**config.mk**
```make
export PLATFORM = sky130hd
export DESIGN_NAME = starter_fieldbus_control_status_regs
export DESIGN_NICKNAME = d
export VERILOG_FILES = /design/src/starter_fieldbus_pkg.sv /design/src/rise_detect.sv /design/src/event_accumulator.sv /design/src/starter_fieldbus_control_status_regs.sv
export VERILOG_INCLUDE_DIRS = /design/src /design/src/src
export SDC_FILE = /design/constraint.sdc
export NUM_CORES = 1
export LEC_CHECK = 0
export ABC_AREA = 1
export BUFFER_PORTS_ARGS = -buffer_cell sky130_fd_sc_hd__buf_4
export CORE_MARGIN = 4
export CORE_UTILIZATION = 60
export CTS_BUF_LIST = sky130_fd_sc_hd__clkbuf_8
export DETAILED_ROUTE_END_ITERATION = 16
export GPL_ROUTABILITY_DRIVEN = 1
export PLACE_DENSITY = 0.94
export SETUP_SLACK_MARGIN = 0.1
export SLEW_MARGIN = 20
export SYNTH_ARGS = -nofsm -noshare
export SYNTH_HDL_FRONTEND = slang
export SYNTH_HIERARCHICAL = 1
export SYNTH_SLANG_ARGS = --single-unit
```
**constraint.sdc**
```tcl
create_clock -name clk -period 8.3 [get_ports clk]
set_input_delay 1.66 -clock clk [delete_from_list [all_inputs] [get_ports clk]]
set_output_delay 1.66 -clock clk [all_outputs]
set_load 0.01 [all_outputs]
```
**src/starter_fieldbus_regs.svh**
```systemverilog
// register map, field positions and timing constants of the parameter bank
`ifndef STARTER_FIELDBUS_REGS_SVH
`define STARTER_FIELDBUS_REGS_SVH

// ------------
// logic addresses (one 16-bit word each, 32-bit values take two)
// ------------
`define ADDR_STATE_WORD      16'h0C81
`define ADDR_CURRENT_RMS     16'h0C84
`define ADDR_RUN_SECONDS_LO  16'h0CAC
`define ADDR_RUN_SECONDS_HI  16'h0CAD
`define ADDR_AOUT1_SCALED    16'h148D
`define ADDR_AOUT1_PHYSICAL  16'h1497
`define ADDR_CHANNEL_FLAGS   16'h20FA
`define ADDR_MOTION_CMD      16'h2135
`define ADDR_EXT_CMD         16'h2138
`define ADDR_THERMAL_PCT     16'h259E
`define ADDR_ENERGY_KWH_LO   16'h299C
`define ADDR_ENERGY_KWH_HI   16'h299D

// ------------
// writable bit masks and reset values
// ------------
`define MOTION_CMD_MASK      16'hF88F
`define EXT_CMD_MASK         16'hE00F
`define MOTION_CMD_RESET     16'h0000
`define EXT_CMD_RESET        16'h0000
`define AOUT_RESET           16'h0000
`define WORD_ZERO            16'h0000

// ------------
// command word fields
// ------------
`define CMD_SWITCH_ON        0
`define CMD_ENABLE_VOLTAGE   1
`define CMD_QUICK_STOP_N     2
`define CMD_ENABLE_OP        3
`define CMD_ERROR_RESET      7
`define CMD_FUNC_A           11
`define CMD_FUNC_B           12
`define CMD_BRAKE_STOP       13
`define CMD_DECEL_STOP       14
`define CMD_FUNC_C           15

// ------------
// extended command word fields
// ------------
`define EXT_FACTORY_RESTORE  0
`define EXT_STORE_PARAMS     1
`define EXT_RESTORE_SAVED    2
`define EXT_EXTERNAL_ERROR   3
`define EXT_LOCK_STOPPED     13
`define EXT_LINE_MON_OFF     14
`define EXT_NO_CONSISTENCY   15

// ------------
// timing
// ------------
`define CLK_HZ               20000000
`define RUN_TIME_UNIT_S      1
`define SEC_CYCLES           (`RUN_TIME_UNIT_S * `CLK_HZ)

`endif

```
**src/starter_fieldbus_pkg.sv**
```systemverilog
// shared types of the fieldbus parameter bank
package starter_fieldbus_pkg;

  typedef logic [15:0] word_t;

  typedef enum logic {
    UNIT_MILLIVOLT,
    UNIT_MICROAMP
  } aout_unit_t;

endpackage

```
**src/rise_detect.sv**
```systemverilog
// per-bit rising edge detector
`timescale 1ns/1ps

module rise_detect #(
  parameter int W = 1
) (
  // clock and reset
  input  wire logic         clk,
  input  wire logic         rst,
  // levels in, one-cycle pulses out
  input  wire logic [W-1:0] level,
  output logic      [W-1:0] rise
);

  logic [W-1:0] prev_q;

  genvar i;
  generate
    for (i = 0; i < W; i++) begin : g_bit
      always_ff @(posedge clk) begin
        if (rst) begin
          prev_q[i] <= 1'b0;
        end else begin
          prev_q[i] <= level[i];
        end
      end
      assign rise[i] = level[i] & ~prev_q[i];
    end
  endgenerate

endmodule

```
**src/event_accumulator.sv**
```systemverilog
// 32-bit accumulator with event divider and per-half preset
`timescale 1ns/1ps

module event_accumulator #(
  parameter int DIV = 1
) (
  // clock and reset
  input  wire logic        clk,
  input  wire logic        rst,
  // events to count, DIV of them make one unit
  input  wire logic        inc_en,
  // software preset of either half
  input  wire logic        load_lo,
  input  wire logic        load_hi,
  input  wire logic [15:0] load_val,
  // running total
  output logic      [31:0] count
);

  localparam int DW = (DIV > 1) ? $clog2(DIV) : 1;
  localparam logic [DW-1:0] DIV_LAST = DW'(DIV - 1);

  logic [DW-1:0] div_q;
  logic [DW-1:0] div_d;
  logic [31:0]   count_q;
  logic [31:0]   base;
  logic          tick;

  assign tick  = inc_en && (div_q == DIV_LAST);
  assign div_d = tick ? '0 : (inc_en ? div_q + 1'b1 : div_q);
  // a unit arriving with a preset is added on top, never lost
  assign base  = {load_hi ? load_val : count_q[31:16],
                  load_lo ? load_val : count_q[15:0]};

  always_ff @(posedge clk) begin
    if (rst) begin
      div_q   <= '0;
      count_q <= '0;
    end else begin
      div_q   <= div_d;
      count_q <= base + {31'h0, tick};
    end
  end

  assign count = count_q;

endmodule

```
**src/starter_fieldbus_control_status_regs.sv**
```systemverilog
// fieldbus parameter bank: monitoring words, command words, analog out
// Operation
// [RULE1] analog output writes ignored while a starter function owns it
// [RULE2] signed physical analog value: millivolts or microamps
// [RULE3] status bits 0,1,2: ready, switched on, operating
// [RULE4] status bits 3,4,7: error, voltage enabled, alarm
// [RULE5] status bit5 low quick stop, 6 no switch-on, 9 low local, 14 key
// [RULE6] current: mean of three fundamental rms lines, 0.1 A
// [RULE7] thermal state in percent, 100 is nominal
// [RULE8] read-only 32-bit energized seconds
// [RULE9] 32-bit energy total in kilowatt-hours
// [RULE10] one flag per active command channel
// [RULE11] command bits 0,1,3: switch on, enable voltage, run
// [RULE12] command bit 2 low means quick stop active
// [RULE13] error reset only on rising edge of command bit 7
// [RULE14] command bits 13,14 default to braking and decelerated stop
// [RULE15] unassigned bit 13 or 14 reverts to its default stop
// [RULE16] command bits 11,12,15 routed to configured functions
// [RULE17] extended bits 0-2 act on edge while unpowered, then clear
// [RULE18] rising edge of extended bit 3 raises an external error
// [RULE19] extended bit 13 locks when stopped, bit 14 line monitor off
// [RULE20] extended bit 15 skips consistency check and locks
// [RULE21] reserved status and control bits read zero, writes ignored
`timescale 1ns/1ps
`include "starter_fieldbus_regs.svh"

module starter_fieldbus_control_status_regs
  import starter_fieldbus_pkg::*;
#(
  parameter int SEC_CYCLES = `SEC_CYCLES
) (
  // clock and reset
  input  wire logic        clk,
  input  wire logic        rst,
  // parameter access from the fieldbus stack
  input  wire logic [15:0] par_addr,
  input  wire logic        par_rd,
  input  wire logic        par_wr,
  input  wire logic [15:0] par_wdata,
  output logic      [15:0] par_rdata,
  output logic             par_ack,
  output logic             par_err,
  // starter state
  input  wire logic        st_ready,
  input  wire logic        st_switched_on,
  input  wire logic        st_op_enabled,
  input  wire logic        st_error,
  input  wire logic        st_voltage,
  input  wire logic        st_quick_stop,
  input  wire logic        st_switch_on_disabled,
  input  wire logic        st_alarm,
  input  wire logic        st_local,
  input  wire logic        st_stop_key,
  input  wire logic        motor_energized,
  input  wire logic        kwh_pulse,
  // measurements
  input  wire logic [15:0] line_current_a,
  input  wire logic [15:0] line_current_b,
  input  wire logic [15:0] line_current_c,
  input  wire logic [15:0] thermal_pct,
  // active command channels
  input  wire logic        chan_terminal,
  input  wire logic        chan_keypad,
  input  wire logic        chan_modbus,
  input  wire logic        chan_canopen,
  input  wire logic        chan_option,
  input  wire logic        chan_tool_a,
  input  wire logic        chan_tool_b,
  // configuration from the starter
  input  wire logic        aout_assigned,
  input  wire aout_unit_t  aout_unit,
  input  wire logic        brake_bit_reassigned,
  input  wire logic        decel_bit_reassigned,
  // motion command outputs
  output logic             switch_on_req,
  output logic             enable_voltage,
  output logic             quick_stop_active,
  output logic             run_cmd,
  output logic             error_reset_pulse,
  output logic             brake_stop_order,
  output logic             decel_stop_order,
  output logic      [4:0]  func_bits,
  // extended command outputs
  output logic             factory_restore_pulse,
  output logic             store_params_pulse,
  output logic             restore_saved_pulse,
  output logic             ext_error_pulse,
  output logic             lock_when_stopped,
  output logic             line_monitor_off,
  output logic             consistency_skip,
  output logic             validate_all,
  // analog output values
  output logic      [15:0] aout_scaled,
  output logic      [15:0] aout_millivolt,
  output logic      [15:0] aout_microamp
);

  // ------------
  // address decode
  // ------------
  wire hit_state   = par_addr == `ADDR_STATE_WORD;
  wire hit_current = par_addr == `ADDR_CURRENT_RMS;
  wire hit_run_lo  = par_addr == `ADDR_RUN_SECONDS_LO;
  wire hit_run_hi  = par_addr == `ADDR_RUN_SECONDS_HI;
  wire hit_ao_sc   = par_addr == `ADDR_AOUT1_SCALED;
  wire hit_ao_ph   = par_addr == `ADDR_AOUT1_PHYSICAL;
  wire hit_chan    = par_addr == `ADDR_CHANNEL_FLAGS;
  wire hit_cmd     = par_addr == `ADDR_MOTION_CMD;
  wire hit_ext     = par_addr == `ADDR_EXT_CMD;
  wire hit_therm   = par_addr == `ADDR_THERMAL_PCT;
  wire hit_kwh_lo  = par_addr == `ADDR_ENERGY_KWH_LO;
  wire hit_kwh_hi  = par_addr == `ADDR_ENERGY_KWH_HI;

  wire wr_hit = hit_ao_sc | hit_ao_ph | hit_cmd | hit_ext
              | hit_kwh_lo | hit_kwh_hi;
  wire rd_hit = wr_hit | hit_state | hit_current | hit_run_lo
              | hit_run_hi | hit_chan | hit_therm;

  wire wr_cmd    = par_wr & hit_cmd;
  wire wr_ext    = par_wr & hit_ext;
  wire wr_kwh_lo = par_wr & hit_kwh_lo;
  wire wr_kwh_hi = par_wr & hit_kwh_hi;
  // an output owned by a starter function keeps its value
  // [RULE1] analog write gate
  wire wr_ao_sc  = par_wr & hit_ao_sc & ~aout_assigned;
  wire wr_ao_ph  = par_wr & hit_ao_ph & ~aout_assigned;

  // ------------
  // writable words
  // ------------
  word_t cmd_q;
  word_t ext_q;
  word_t ext_d;
  word_t ao_sc_q;
  word_t ao_ph_q;
  logic  [4:0] rise;
  logic  [2:0] ext_take;

  // [RULE21] reserved bits never stored
  wire word_t cmd_d = wr_cmd ? (par_wdata & `MOTION_CMD_MASK) : cmd_q;

  // [RULE17] taken edge clears its bit, fresh write wins
  assign ext_take = rise[2:0] & {3{~motor_energized}};
  always_comb begin
    ext_d = ext_q;
    ext_d[`EXT_RESTORE_SAVED:`EXT_FACTORY_RESTORE] =
      ext_q[`EXT_RESTORE_SAVED:`EXT_FACTORY_RESTORE] & ~ext_take;
    if (wr_ext) begin
      ext_d = par_wdata & `EXT_CMD_MASK;
    end
  end

  always_ff @(posedge clk) begin
    if (rst) begin
      cmd_q   <= `MOTION_CMD_RESET;
      ext_q   <= `EXT_CMD_RESET;
      ao_sc_q <= `AOUT_RESET;
      ao_ph_q <= `AOUT_RESET;
    end else begin
      cmd_q   <= cmd_d;
      ext_q   <= ext_d;
      ao_sc_q <= wr_ao_sc ? par_wdata : ao_sc_q;
      ao_ph_q <= wr_ao_ph ? par_wdata : ao_ph_q;
    end
  end

  // ------------
  // edge detection on command bits
  // ------------
  // a held high level gives one pulse only
  rise_detect #(
    .W (5)
  ) u_rise (
    .clk   (clk),
    .rst   (rst),
    .level ({cmd_q[`CMD_ERROR_RESET],
             ext_q[`EXT_EXTERNAL_ERROR:`EXT_FACTORY_RESTORE]}),
    .rise  (rise)
  );

  logic err_rst_q;
  logic ext_err_q;
  logic [2:0] take_q;

  always_ff @(posedge clk) begin
    if (rst) begin
      err_rst_q <= 1'b0;
      ext_err_q <= 1'b0;
      take_q    <= 3'h0;
    end else begin
      // [RULE13] reset pulse on edge of bit 7
      err_rst_q <= rise[4];
      // [RULE18] external error on edge of bit 3
      ext_err_q <= rise[3];
      take_q    <= ext_take;
    end
  end

  // ------------
  // command decode
  // ------------
  // [RULE11] switch on, voltage, run
  assign switch_on_req     = cmd_q[`CMD_SWITCH_ON];
  assign enable_voltage    = cmd_q[`CMD_ENABLE_VOLTAGE];
  assign run_cmd           = cmd_q[`CMD_ENABLE_OP];
  // [RULE12] active-low quick stop
  assign quick_stop_active = ~cmd_q[`CMD_QUICK_STOP_N];
  assign error_reset_pulse = err_rst_q;
  // [RULE14] default stop orders
  // [RULE15] revert when no function assigned
  assign brake_stop_order  = cmd_q[`CMD_BRAKE_STOP] & ~brake_bit_reassigned;
  assign decel_stop_order  = cmd_q[`CMD_DECEL_STOP] & ~decel_bit_reassigned;
  // [RULE16] route configurable bits
  assign func_bits = {cmd_q[`CMD_FUNC_C],
                      cmd_q[`CMD_DECEL_STOP] & decel_bit_reassigned,
                      cmd_q[`CMD_BRAKE_STOP] & brake_bit_reassigned,
                      cmd_q[`CMD_FUNC_B],
                      cmd_q[`CMD_FUNC_A]};

  assign factory_restore_pulse = take_q[0];
  assign store_params_pulse    = take_q[1];
  assign restore_saved_pulse   = take_q[2];
  assign ext_error_pulse       = ext_err_q;
  // [RULE19] lock and line monitor
  assign lock_when_stopped = ext_q[`EXT_LOCK_STOPPED]
                           | ext_q[`EXT_NO_CONSISTENCY];
  assign line_monitor_off  = ext_q[`EXT_LINE_MON_OFF];
  // [RULE20] consistency check selection
  assign consistency_skip  = ext_q[`EXT_NO_CONSISTENCY];
  assign validate_all      = ~ext_q[`EXT_NO_CONSISTENCY];

  // ------------
  // analog output
  // ------------
  assign aout_scaled = ao_sc_q;
  // [RULE2] unit follows output type
  assign aout_millivolt = (aout_unit == UNIT_MILLIVOLT) ? ao_ph_q
                                                        : `WORD_ZERO;
  assign aout_microamp  = (aout_unit == UNIT_MICROAMP) ? ao_ph_q
                                                       : `WORD_ZERO;

  // ------------
  // monitoring words
  // ------------
  word_t state_q;
  word_t current_q;
  word_t chan_q;
  word_t therm_q;
  logic [17:0] cur_sum;
  logic [17:0] cur_avg;

  // [RULE6] three-phase average, 0.1 A units kept
  assign cur_sum = {2'b00, line_current_a} + {2'b00, line_current_b}
                 + {2'b00, line_current_c};
  assign cur_avg = cur_sum / 18'd3;

  // [RULE3] [RULE4] [RULE5] status word assembly
  wire word_t state_d = {1'b0, st_stop_key, 4'h0, ~st_local, 1'b0,
                         st_alarm, st_switch_on_disabled, ~st_quick_stop,
                         st_voltage, st_error, st_op_enabled,
                         st_switched_on, st_ready};
  // [RULE10] channel flags
  wire word_t chan_d = {chan_tool_b, chan_tool_a, 4'h0, chan_option,
                        2'b00, chan_canopen, 2'b00, chan_modbus,
                        chan_keypad, 1'b0, chan_terminal};

  always_ff @(posedge clk) begin
    if (rst) begin
      state_q   <= `WORD_ZERO;
      current_q <= `WORD_ZERO;
      chan_q    <= `WORD_ZERO;
      therm_q   <= `WORD_ZERO;
    end else begin
      state_q   <= state_d;
      current_q <= cur_avg[15:0];
      chan_q    <= chan_d;
      // [RULE7] percent passed through
      therm_q   <= thermal_pct;
    end
  end

  // ------------
  // run time and energy totals
  // ------------
  logic [31:0] run_s;
  logic [31:0] kwh;

  // [RULE8] seconds while energized, no write path
  event_accumulator #(
    .DIV (SEC_CYCLES)
  ) u_run (
    .clk      (clk),
    .rst      (rst),
    .inc_en   (motor_energized),
    .load_lo  (1'b0),
    .load_hi  (1'b0),
    .load_val (`WORD_ZERO),
    .count    (run_s)
  );

  // [RULE9] one count per kilowatt-hour pulse
  event_accumulator #(
    .DIV (1)
  ) u_kwh (
    .clk      (clk),
    .rst      (rst),
    .inc_en   (kwh_pulse),
    .load_lo  (wr_kwh_lo),
    .load_hi  (wr_kwh_hi),
    .load_val (par_wdata),
    .count    (kwh)
  );

  // ------------
  // read mux and answer
  // ------------
  word_t rmux;
  word_t rdata_q;
  logic  ack_q;
  logic  err_q;

  always_comb begin
    rmux = `WORD_ZERO;
    case (1'b1)
      hit_state:   rmux = state_q;
      hit_current: rmux = current_q;
      hit_run_lo:  rmux = run_s[15:0];
      hit_run_hi:  rmux = run_s[31:16];
      hit_ao_sc:   rmux = ao_sc_q;
      hit_ao_ph:   rmux = ao_ph_q;
      hit_chan:    rmux = chan_q;
      hit_cmd:     rmux = cmd_q;
      hit_ext:     rmux = ext_q;
      hit_therm:   rmux = therm_q;
      hit_kwh_lo:  rmux = kwh[15:0];
      hit_kwh_hi:  rmux = kwh[31:16];
      default:     rmux = `WORD_ZERO;
    endcase
  end

  // writes to read-only addresses and any access to unknown ones answer with an error flag
  always_ff @(posedge clk) begin
    if (rst) begin
      rdata_q <= `WORD_ZERO;
      ack_q   <= 1'b0;
      err_q   <= 1'b0;
    end else begin
      rdata_q <= (par_rd && rd_hit) ? rmux : rdata_q;
      ack_q   <= par_rd | par_wr;
      err_q   <= (par_rd & ~rd_hit) | (par_wr & ~wr_hit);
    end
  end

  assign par_rdata = rdata_q;
  assign par_ack   = ack_q;
  assign par_err   = err_q;

endmodule

```
==> flow_summary.ini <==
[synth]
syn_area_per_cell_um2 = 6.40
synth_area_um2 = 13500
yosys-top-cells-count = 562 x nand2_1, 309 x nor2_1, 278 x inv_1, 216 x dfxtp_1, 130 x a21oi_1
synth_top_area_cell = dfxtp_1
yosysWarnings = 6
synth.distinct_cells = 53
synthArstFlopShare_pct = 0
ys_ff_latch = 216
synth_top_area_share_pct = 31.9
ys_top_cells_by_area = dfxtp_1 32%, nand2_1 16%, nor2_1 8.6%, inv_1 7.7%, a21oi_1 4.8%
ys.flop_type = dfxtp_1
synthCells = 2114
seq_area_frac_synth_pct = 31.9
synth_edf_count = 0
synth_most_common_cell = nand2_1

[die]
die_w_um = 158
die_y_um = 158
boundaryPins = 209
start_util_pct = 61.5
rows = 54
core_um2 = 22000
dieArea_um2 = 25000

[worst_setup_path]
critPathLaunchType = primary input
endpoint_kind = register
path_depth = 56
rrSetupSlack_ns = 5.79
r2r_end = u_run/count[26]
rr_worst_depth = 16
critPathSlowestCell = fa_1
cp_num_buf_inv = 10
crit_path_end = current_q[0]
max_stage_delay_ns = 0.42
startpoint = line_current_b[1]
worstSetupPathType = primary input to register
r2r_start = u_run/div_q[0]
crit_top_cell = nand2_1
path_delay_family = simple AND/OR/NAND/NOR gates
cp.arrival_ns = 8.36
critPathMaxFanout = 5
crit_required_ns = 8.72

[global_routing]
grt-busiest-layer = met2
met3_usage_pct = 8.88
antenna_found_initial = 1
grt_use_met1_pct = 43.3
grt_first_pass_wirelength_mm = 69.4
grt_use_total_pct = 34.6
grt-ovfl-total = 0
grt_pass1_vias = 13900
use_met2_pct = 55.3
grt_max_degree = 61

[sta]
slew_headroom_pct = 30.6
fmax_mhz = 126
worst_clock_skew_ns = 0.0201
fin_crit_sh_pct = 95.7
maxSlewViolCount = 0
setup_viol = 0
min_period_ns = 7.95
finalHoldViolations = 0
worstMarginPinSlew_ns = 1.04

[routing]
vias = 15000
drcViolationCount = 0
viasPerCell = 5.68
drt_iter0_drc = 1583
firstDrtPassIters = 10
detail-route-antenna-nets = 0
wl_per_cell_um = 17.1
routed_wl_mm = 45.1

[finish]
num_antenna_cells = 0
fin_area_um2 = 16100
drive_gt1_share_pct = 17.1
layout.nets = 2501
final_core_util_pct = 73.2
synthToLayoutAreaGrowth_pct = 19.2

[min_path]
hold_class = register to register
hold_path.startpoint = u_kwh/div_q
min_path_cells = 2

[clock_network]
tritoncts = built
path_clk_slew_ns = 0.06
cts_inserted_buffers = 36
htree_levels = 2
clock_latency_ns = 0.54
clock_sinks = 216
holdBufCountCts = 0
max-clock-path-buffers = 3
cts-root-buf = clkbuf_8

[placement]
dpl-instance-area_um2 = 15300
dp_hpwl_mm = 34.2
port_buffers = 208
place_congestion = 1.02

[status]
status = complete, no violations

[power]
vdd_drop_max_mv = 0.197
p_per_area_nw_per_um2 = 217
p_leak_nw = 7.46

[flow_run]
cap_viol_max_count = 0
power by group:
part | internal [W] | switching, W | total (W) | leakage [nW]
Combinational | 0.000474 | 0.000917 | 0.00139 | 5.29
Sequential | 0.00110 | 0.0000253 | 0.00112 | 1.76
Clock | 0.000551 | 0.000444 | 0.000995 | 0.408
Total | 0.00212 | 0.00139 | 0.00351 | 7.46
layout make-up:
class / instances / area (um2)
Sequential cell: 216 / 4320
Tap cell: 280 / 350
Multi-Input combinational cell: 1583 / 8000
Clock inverter: 16 / 128
Timing Repair Buffer: 217 / 1630
Clock buffer: 45 / 619
Inverter: 285 / 1080
Fill cell: 1796 / 5900
state kept, by name, indices dropped and copies added (netlist names):
name / flops
u_run/div_q: 25
chan_q: 7
u_rise/prev_q: 5
par_err: 1
aout_scaled: 16
therm_q: 16
u_kwh/count: 32
par_rdata: 16
ao_ph_q: 16
take_q: 3
error_reset_pulse: 1
par_ack: 1
cmd_q: 10
u_run/count: 32
ext_error_pulse: 1
ext_q: 7
state_q: 10
u_kwh/div_q: 1
current_q: 16
tightest hold or removal path, cell delays in order (launching register included):
cell and delay [ns]:
dfxtp_1 0.31, nand2_1 0.06, nor2_1 0.04
worst min path at each step:
stage | end
finish | u_kwh/div_q
CTS | u_kwh/div_q
global route | u_kwh/div_q
detailed placement | u_kwh/div_q
floorplan | u_kwh/div_q
global placement | u_kwh/div_q
placed cells by master, fill, tap and decap left out, types with 11 or more instances in the layout:
cell type	instances
a211oi_1	33
a21oi_1	129
buf_4	217
clkbuf_8	45
conb_1	34
dfxtp_1	216
fa_1	16
ha_1	22
inv_1	284
nand2_1	553
nand2_2	62
nand3_1	107
nand3_2	18
nand4_1	15
nor2_1	309
nor2_2	14
nor2_4	12
nor3_1	38
o211ai_1	26
o21ai_0	83
o221ai_1	12
xnor2_1	11
xor2_1	19
timing repair:
action,in CTS,in global routing
resized for setup,0,20
endpoints found under the setup margin,0,2
hold endpoints to repair,0,0
setup buffers,0,4
layer usage:
metal  vias to the layer above  routed length, um
met2                       931              19900
met5                         -                 13
met3                       186               5330
met4                         2               2510
met1                      6707              17300
li1                       7170                  -
metrics by stage:
stage                     setup slack [ns]  TNS [ns]  instances  hold WS (ns)  power, W
after floorplan                       1.07         0       2147         0.417   0.00207
after global placement               0.679         0       2577         0.425   0.00224
after detailed placement            0.0966         0       2577         0.438   0.00233
after CTS                            0.632         0       2638         0.448   0.00331
after global routing               -0.0953   -0.0953       2642         0.475   0.00368
final                                0.353         0       2642         0.453   0.00351
kinds of logic after synthesis:
kind of cell | Yosys count | share of synthesized area, %
buffers and inverters | 348 | 10.5
xor gates and xnor gates | 30 | 1.94
DFF | 216 | 31.9
AOI/OAI and AO/OA | 322 | 14.0
adders and majority gates | 39 | 4.55
muxes | 1 | 0.0739
other | 1 | 0.0277
and+or+nand+nor | 1157 | 36.9
(Power assumes the default switching activity.)
